### src/rtl/lss_cfg.svh
// constants for the threshold status and refresh timing block
// assumes a 25 MHz core clock and 8-bit command codes
`ifndef LSS_CFG_SVH
`define LSS_CFG_SVH

`define LSS_CMD_W         8
`define LSS_DATA_W        16
`define LSS_CMD_HIGH_TH   8'h01
`define LSS_CMD_LOW_TH    8'h02
`define LSS_CMD_PSAVE     8'h03
`define LSS_CMD_STATUS    8'h06
`define LSS_BIT_LOW_FLAG  15
`define LSS_BIT_HIGH_FLAG 14
`define LSS_BIT_PSAVE_ON  0
`define LSS_BIT_PSM_LO    1
`define LSS_BIT_PSM_HI    2
`define LSS_TH_RESET      16'h0000
`define LSS_CLK_PERIOD_NS 40
`define LSS_MS_NS         1000000
`define LSS_IV_W          13
`define LSS_BASE_IT0      13'd600
`define LSS_BASE_IT1      13'd700
`define LSS_BASE_IT2      13'd900
`define LSS_BASE_IT3      13'd1300
`define LSS_ADD_PSM1      13'd500
`define LSS_ADD_PSM2      13'd1500
`define LSS_ADD_PSM3      13'd3500
`define LSS_RES_W         9
`define LSS_RES_IT0       9'd288
`define LSS_RES_IT1       9'd144
`define LSS_RES_IT2       9'd72
`define LSS_RES_IT3       9'd36

`endif

### src/rtl/lss_pkg.sv
// types shared by the threshold status and refresh timing block
// assumes lss_cfg.svh supplies the numeric constants
package lss_pkg;
  typedef enum logic [1:0]
  {
    LSS_PSM_MODE1 = 2'b00,
    LSS_PSM_MODE2 = 2'b01,
    LSS_PSM_MODE3 = 2'b10,
    LSS_PSM_MODE4 = 2'b11
  } lss_psm_t;

  typedef enum logic [3:0]
  {
    LSS_IT_C0 = 4'b0000,
    LSS_IT_C1 = 4'b0001,
    LSS_IT_C2 = 4'b0010,
    LSS_IT_C3 = 4'b0011
  } lss_it_t;
endpackage

### src/rtl/lss_status_refresh.sv
// threshold crossing status register and power-save refresh timer
// assumes a command decoder on i_clk delivers register reads and writes
`timescale 1ns/1ps
`include "lss_cfg.svh"

module lss_status_refresh
  import lss_pkg::*;
#(
  parameter int CYC_PER_MS = `LSS_MS_NS / `LSS_CLK_PERIOD_NS
)
(
  input  wire logic                     i_clk,
  input  wire logic                     i_sys_rst,
  input  wire logic                     i_reg_wr,
  input  wire logic                     i_reg_rd,
  input  wire logic [`LSS_CMD_W-1:0]    i_reg_cmd,
  input  wire logic [`LSS_DATA_W-1:0]   i_reg_wdata,
  input  wire logic                     i_int_en,
  input  wire logic [1:0]               i_gain_sel,
  input  wire logic [3:0]               i_integration_time_sel,
  input  wire logic                     i_als_valid,
  input  wire logic [`LSS_DATA_W-1:0]   i_als_data,
  output logic      [`LSS_DATA_W-1:0]   o_reg_rdata,
  output logic                          o_reg_rvalid,
  output logic                          o_low_crossing_flag,
  output logic                          o_high_crossing_flag,
  output logic                          o_power_save_on,
  output logic                          o_refresh_pulse,
  output logic      [`LSS_RES_W-1:0]    o_resolution
);

  localparam int DIV_W = $clog2(CYC_PER_MS + 1);

  logic [`LSS_DATA_W-1:0] high_th_q;
  logic [`LSS_DATA_W-1:0] low_th_q;
  lss_psm_t               power_save_interval_sel_q;
  logic                   power_save_on_q;
  logic                   low_flag_q;
  logic                   high_flag_q;
  logic [DIV_W-1:0]       div_q;
  logic                   ms_tick;
  logic [`LSS_IV_W-1:0]   ms_cnt_q;
  logic [`LSS_IV_W-1:0]   interval_ms;
  logic                   wr_hi;
  logic                   wr_lo;
  logic                   wr_ps;
  logic                   rd_status;
  logic                   hit_low;
  logic                   hit_high;

  // gain is not part of the table lookup; only code 01 is characterised
  function automatic logic [`LSS_IV_W-1:0] refresh_ms
  (
    input logic [3:0] it,
    input lss_psm_t   power_save_interval_sel
  );
    logic [`LSS_IV_W-1:0] base;
    logic [`LSS_IV_W-1:0] add;
    base = `LSS_BASE_IT0;
    add  = '0;
    case (it)
      LSS_IT_C0: base = `LSS_BASE_IT0;
      LSS_IT_C1: base = `LSS_BASE_IT1;
      LSS_IT_C2: base = `LSS_BASE_IT2;
      LSS_IT_C3: base = `LSS_BASE_IT3;
      default:   base = `LSS_BASE_IT0;
    endcase
    case (power_save_interval_sel)
      LSS_PSM_MODE1: add = '0;
      LSS_PSM_MODE2: add = `LSS_ADD_PSM1;
      LSS_PSM_MODE3: add = `LSS_ADD_PSM2;
      LSS_PSM_MODE4: add = `LSS_ADD_PSM3;
      default:       add = '0;
    endcase
    return `LSS_IV_W'(base + add);
  endfunction

  // unlisted integration codes fall back to the coarsest resolution
  function automatic logic [`LSS_RES_W-1:0] resolution_of
  (
    input logic [3:0] it
  );
    logic [`LSS_RES_W-1:0] r;
    r = `LSS_RES_IT0;
    case (it)
      LSS_IT_C0: r = `LSS_RES_IT0;
      LSS_IT_C1: r = `LSS_RES_IT1;
      LSS_IT_C2: r = `LSS_RES_IT2;
      LSS_IT_C3: r = `LSS_RES_IT3;
      default:   r = `LSS_RES_IT0;
    endcase
    return r;
  endfunction

  assign wr_hi     = i_reg_wr && (i_reg_cmd == `LSS_CMD_HIGH_TH);
  assign wr_lo     = i_reg_wr && (i_reg_cmd == `LSS_CMD_LOW_TH);
  assign wr_ps     = i_reg_wr && (i_reg_cmd == `LSS_CMD_PSAVE);
  assign rd_status = i_reg_rd && (i_reg_cmd == `LSS_CMD_STATUS);
  // strict compare: data equal to a bound is still inside the window
  assign hit_low   = i_als_valid && i_int_en && (i_als_data < low_th_q);
  assign hit_high  = i_als_valid && i_int_en && (i_als_data > high_th_q);
  assign interval_ms = refresh_ms(i_integration_time_sel,
                                  power_save_interval_sel_q);

  // threshold bounds
  always_ff @(posedge i_clk or posedge i_sys_rst)
  begin
    if (i_sys_rst)
    begin
      high_th_q <= `LSS_TH_RESET;
      low_th_q  <= `LSS_TH_RESET;
    end
    else
    begin
      if (wr_hi)
        high_th_q <= i_reg_wdata;
      if (wr_lo)
        low_th_q <= i_reg_wdata;
    end
  end

  // power-save control
  always_ff @(posedge i_clk or posedge i_sys_rst)
  begin
    if (i_sys_rst)
    begin
      power_save_interval_sel_q <= LSS_PSM_MODE1;
      power_save_on_q           <= 1'b0;
    end
    else if (wr_ps)
    begin
      power_save_interval_sel_q <= lss_psm_t'(
        i_reg_wdata[`LSS_BIT_PSM_HI:`LSS_BIT_PSM_LO]);
      power_save_on_q <= i_reg_wdata[`LSS_BIT_PSAVE_ON];
    end
  end

  // crossing flags; a fresh crossing outranks the read clear
  always_ff @(posedge i_clk or posedge i_sys_rst)
  begin
    if (i_sys_rst)
    begin
      low_flag_q  <= 1'b0;
      high_flag_q <= 1'b0;
    end
    else
    begin
      if (hit_low)
        low_flag_q <= 1'b1;
      else if (rd_status)
        low_flag_q <= 1'b0;
      if (hit_high)
        high_flag_q <= 1'b1;
      else if (rd_status)
        high_flag_q <= 1'b0;
    end
  end

  // read port; status bits are never written by the host
  always_ff @(posedge i_clk or posedge i_sys_rst)
  begin
    if (i_sys_rst)
    begin
      o_reg_rdata  <= '0;
      o_reg_rvalid <= 1'b0;
    end
    else
    begin
      o_reg_rvalid <= i_reg_rd;
      if (i_reg_rd)
      begin
        case (i_reg_cmd)
          `LSS_CMD_HIGH_TH: o_reg_rdata <= high_th_q;
          `LSS_CMD_LOW_TH:  o_reg_rdata <= low_th_q;
          `LSS_CMD_STATUS:
          begin
            o_reg_rdata <= '0;
            o_reg_rdata[`LSS_BIT_LOW_FLAG]  <= low_flag_q;
            o_reg_rdata[`LSS_BIT_HIGH_FLAG] <= high_flag_q;
          end
          default: o_reg_rdata <= '0;
        endcase
      end
    end
  end

  // millisecond enable; divider parked while power saving is off
  always_ff @(posedge i_clk or posedge i_sys_rst)
  begin
    if (i_sys_rst)
      div_q <= '0;
    else if (!power_save_on_q || ms_tick)
      div_q <= '0;
    else
      div_q <= DIV_W'(div_q + 1'b1);
  end

  assign ms_tick = power_save_on_q && (div_q == DIV_W'(CYC_PER_MS - 1));

  // refresh interval; >= guards against a shrinking interval mid-count
  always_ff @(posedge i_clk or posedge i_sys_rst)
  begin
    if (i_sys_rst)
    begin
      ms_cnt_q        <= '0;
      o_refresh_pulse <= 1'b0;
    end
    else
    begin
      o_refresh_pulse <= 1'b0;
      if (!power_save_on_q)
        ms_cnt_q <= '0;
      else if (ms_tick)
      begin
        if (ms_cnt_q >= `LSS_IV_W'(interval_ms - 1'b1))
        begin
          ms_cnt_q        <= '0;
          o_refresh_pulse <= 1'b1;
        end
        else
          ms_cnt_q <= `LSS_IV_W'(ms_cnt_q + 1'b1);
      end
    end
  end

  // mirrored state outputs
  always_ff @(posedge i_clk or posedge i_sys_rst)
  begin
    if (i_sys_rst)
    begin
      o_low_crossing_flag  <= 1'b0;
      o_high_crossing_flag <= 1'b0;
      o_power_save_on      <= 1'b0;
      o_resolution         <= `LSS_RES_IT0;
    end
    else
    begin
      o_low_crossing_flag  <= low_flag_q;
      o_high_crossing_flag <= high_flag_q;
      o_power_save_on      <= power_save_on_q;
      o_resolution         <= resolution_of(i_integration_time_sel);
    end
  end
endmodule

### config.mk
export PLATFORM = sky130hd
export DESIGN_NAME = lss_status_refresh
export DESIGN_NICKNAME = d
export VERILOG_FILES = /design/src/rtl/lss_pkg.sv /design/src/rtl/lss_status_refresh.sv
export VERILOG_INCLUDE_DIRS = /design/src /design/src/rtl
export SDC_FILE = /design/constraint.sdc
export NUM_CORES = 1
export LEC_CHECK = 0
export BUFFER_PORTS_ARGS = -buffer_cell sky130_fd_sc_hd__buf_2
export CORE_MARGIN = 2
export CORE_UTILIZATION = 30
export DETAILED_ROUTE_END_ITERATION = 12
export GPL_TIMING_DRIVEN = 0
export PLACE_DENSITY_LB_ADDON = 0.1
export SYNTH_ARGS = -nofsm -noshare
export SYNTH_HDL_FRONTEND = slang
export SYNTH_SLANG_ARGS = --single-unit
### constraint.sdc
create_clock -name i_clk -period 4.1 [get_ports i_clk]
set_input_delay 0.82 -clock i_clk [delete_from_list [all_inputs] [get_ports i_clk]]
set_output_delay 0.82 -clock i_clk [all_outputs]
set_load 0.01 [all_outputs]
==> out/metrics.yaml <==
status: "complete, no violations"
num_io_pins: 82
start_util: 0.3065
fin_crit_sh: 0.9437
critPathLaunchType: "primary input"
insertion_delay_ps: 350
crit_type: "in2reg"
maxSlewViolCount: 0
detail-route-antenna-nets: 0
ir_drop_v: 0.0001804
yosysUniqueCellTypes: 55
hold_path_class: "reg2reg"
rrSetupSlack_ps: 300
viasPerCell: 4.818
worstPathMaxFanout: 10
diodes: 0
syn_area_um2: 5507
grt_max_degree: 67
finalWirelength_mm: 13.39
num_rows: 49
synth.avg_cell_area_um2: 9.976
dieHeight_um: 139.5
cts_sinks: 91
numCtsBuffers: 9
cts_root_buf: "clkbuf_16"
dr_total_vias: 4235
async_flop_share: 1.000
die_area_um2: 19450
postLayoutSetupSlackWorst_ps: 230.7
fp.coreArea_um2: 17960
antenna_found_initial: 0
drv_cap: 0
clock.fmax_mhz: 258.4
critPathBufInv: 5
firstDrtPassIters: 4
syn_inst: 552
first_global_vias: 4265
portBuffers: 77
layout.nets: 759
fillerInstances: 1828
hpwl_mm: 10.04
leakagePower_uw: 0.003077
cp-end-kind: "flop"
grt_pass1_wl_mm: 22.00
synth_top_cell_by_area: "dfrtp_1"
cp.arrival_ps: 4140
yosysTopAreaCellShare: 0.4045
seq_area_frac_synth: 0.4140
track_usage: 0.1430
gp_congestion: 0.8313
clock_skew_ps: 6.155
synth_seq_cells: 91
hold_viol_final: 0
setup_viol: 0
syn_to_final_growth_pct: 19.75
synth_edf_count: 0
powerDensity_nw_per_um2: 358.5
routedWlPerCell_um: 15.23
die_x_um: 139.5
cts_tree: "built"
rsz0062_at_grt: "no"
post-route-min-period_ps: 3869
path_clk_slew_ps: 70
ys.flop_type: "dfrtp_1"
total_power_uw: 2364
drc: 0
synthTopCellsByArea: "dfrtp_1, ha_1, mux2_2, inv_1, nor2_1"
required_ps: 4370
drt_iter0_markers: 168
drive_gt1_frac: 0.2477
max_slew.worst_pin.slew_ps: 710.8
cp_slowest_cell: "o41ai_2"
path_cells: "buf_2 > nor2_4 > nand2_2 > nor2_4 > inv_1 > ha_1 > inv_1 > ha_4 > nor2b_1 > o31a_1 > o41ai_2 > xnor2_1 > ha_1 > a21oi_1 > o21a_1 > and3_4 > buf_6 > buf_8 > nand4_1 > mux2i_1"
overflow: 0
yosys_warnings: 0
slew_headroom: 0.5240
clockBufferDepth: 2
ctsHtreeMaxLevel: 3
dp_slack_ps: -711.1
max_stage_delay_ps: 310
cts_hold_buf: 0
critical_path.top_delay_family: "compound AO/OA/AOI/OAI gates"
## metal layers
| metal | vias to the layer above | GRT usage | share of wire |
|---|---|---|---|
| met3 | 15 | 0.02546 | 0.045 |
| li1 | 2133 | - | - |
| met2 | 91 | 0.2178 | 0.45 |
| met1 | 1996 | 0.2034 | 0.49 |
| met4 | 0 | 0.05263 | 0.015 |
| met5 | - | 0 | 0 |
## cell usage after synthesis, types with 3 or more instances
master     n
a211oi_1   6
a21o_1     8
a21oi_1   16
a22oi_1   15
a31oi_1    5
a41oi_1    3
and2_1     4
and3_1     5
and4_1     5
buf_4      6
buf_6      4
clkbuf_1   6
dfrtp_1   89
ha_1      61
inv_1     75
mux2_2    32
mux2i_1    3
nand2_1   30
nand3_1   21
nand4_1   15
nor2_1    38
nor2b_1    4
nor3_1     4
o211ai_1   7
o21ai_0   18
o21bai_1   3
o22ai_1   16
xnor2_1   11
xor2_1    10
## sequential cells by signal, summed over array words and instances, names as in the netlist
name / count
o_reg_rvalid: 1
div_q: 15
ms_cnt_q: 13
o_reg_rdata: 16
high_flag_q: 1
low_flag_q: 1
o_power_save_on: 1
o_low_crossing_flag: 1
high_th_q: 16
o_resolution: 5
power_save_interval_sel_q: 2
o_high_crossing_flag: 1
o_refresh_pulse: 1
power_save_on_q: 1
low_th_q: 16
## what timing repair did
item,in CTS,in global routing
resized for setup,0,20
buffers inserted,2,1
endpoints found under the setup margin,12,14
pin swaps,1,5
## area by class of cell
class,count,area [um2],area share
Multi-Input combinational cell,369,2882,0.4370
Timing Repair Buffer,81,435.4,0.06603
Clock buffer,11,232.7,0.03529
Clock inverter,5,62.56,0.009488
Inverter,75,284.0,0.04307
Buffer,18,131.4,0.01992
Tap cell,229,286.5,0.04345
Sequential cell,91,2280,0.3457
## worst reg2reg max path: cells and delay by family, from the launching register on
family                   cells  cell delay (ps)
AO/OA/AOI/OAI                5             1070
XOR/XNOR                     1              130
adder cells (fa/ha/maj)      4             1190
buffers and inverters        5              450
flip-flops                   1              380
multiplexers                 1              140
AND/OR/NAND/NOR              3              360
## metrics by stage
stage                       util  setup TNS [ps]  hold WS, ps  cell area [um2]  instances
after floorplan                -               0        374.0             5510        553
after global placement    0.3442          -34750        416.4             6182        859
after detailed placement  0.3458           -7985        418.1             6212        860
after CTS                 0.3631               0        433.7             6523        878
after global routing      0.3671               0        443.5             6594        879
final                     0.3671               0        433.5             6594        879
## cells in the final DEF, fill, tap and decap left out, drive strengths merged, types with 5 or more instances in the layout
master,instances
buf,93
dfrtp,89
inv,76
ha,61
nor2,38
mux2,32
nand2,30
nand3,22
o21ai,18
clkbuf,17
o22ai,16
a21oi,16
nand4,15
a22oi,15
xnor2,11
xor2,10
a21o,8
o211ai,7
a211oi,6
and4,6
and2,6
nor3,6
a31oi,5
and3,5
## final timing paths
check,start,end,depth (start not counted)
worst max-delay path,i_integration_time_sel[2],ms_cnt_q[8],20
worst min-delay path,low_flag_q,o_low_crossing_flag,0
worst max register to register,power_save_interval_sel_q[0],ms_cnt_q[8],19
worst min register to register,low_flag_q,o_low_crossing_flag,0
max in group asynchronous,i_sys_rst,div_q[14],3
min in group asynchronous,i_sys_rst,o_reg_rdata[15],2
## cells by family after synthesis
group / synth area share
multiplexers: 0.07089
adder cells (fa/ha/maj): 0.1422
AO/OA/AOI/OAI: 0.1268
AND/OR/NAND/NOR: 0.1386
flip-flops: 0.4140
other: 0.0006810
XOR/XNOR: 0.03340
buffers and inverters: 0.07339
## power breakdown
group / internal (uW) / total (uW) / switching (uW)
logic: 214 / 475 / 261
registers: 967 / 1040 / 69.2
clock network: 477 / 853 / 376
No activity file was read; power rests on OpenSTA's default activity.
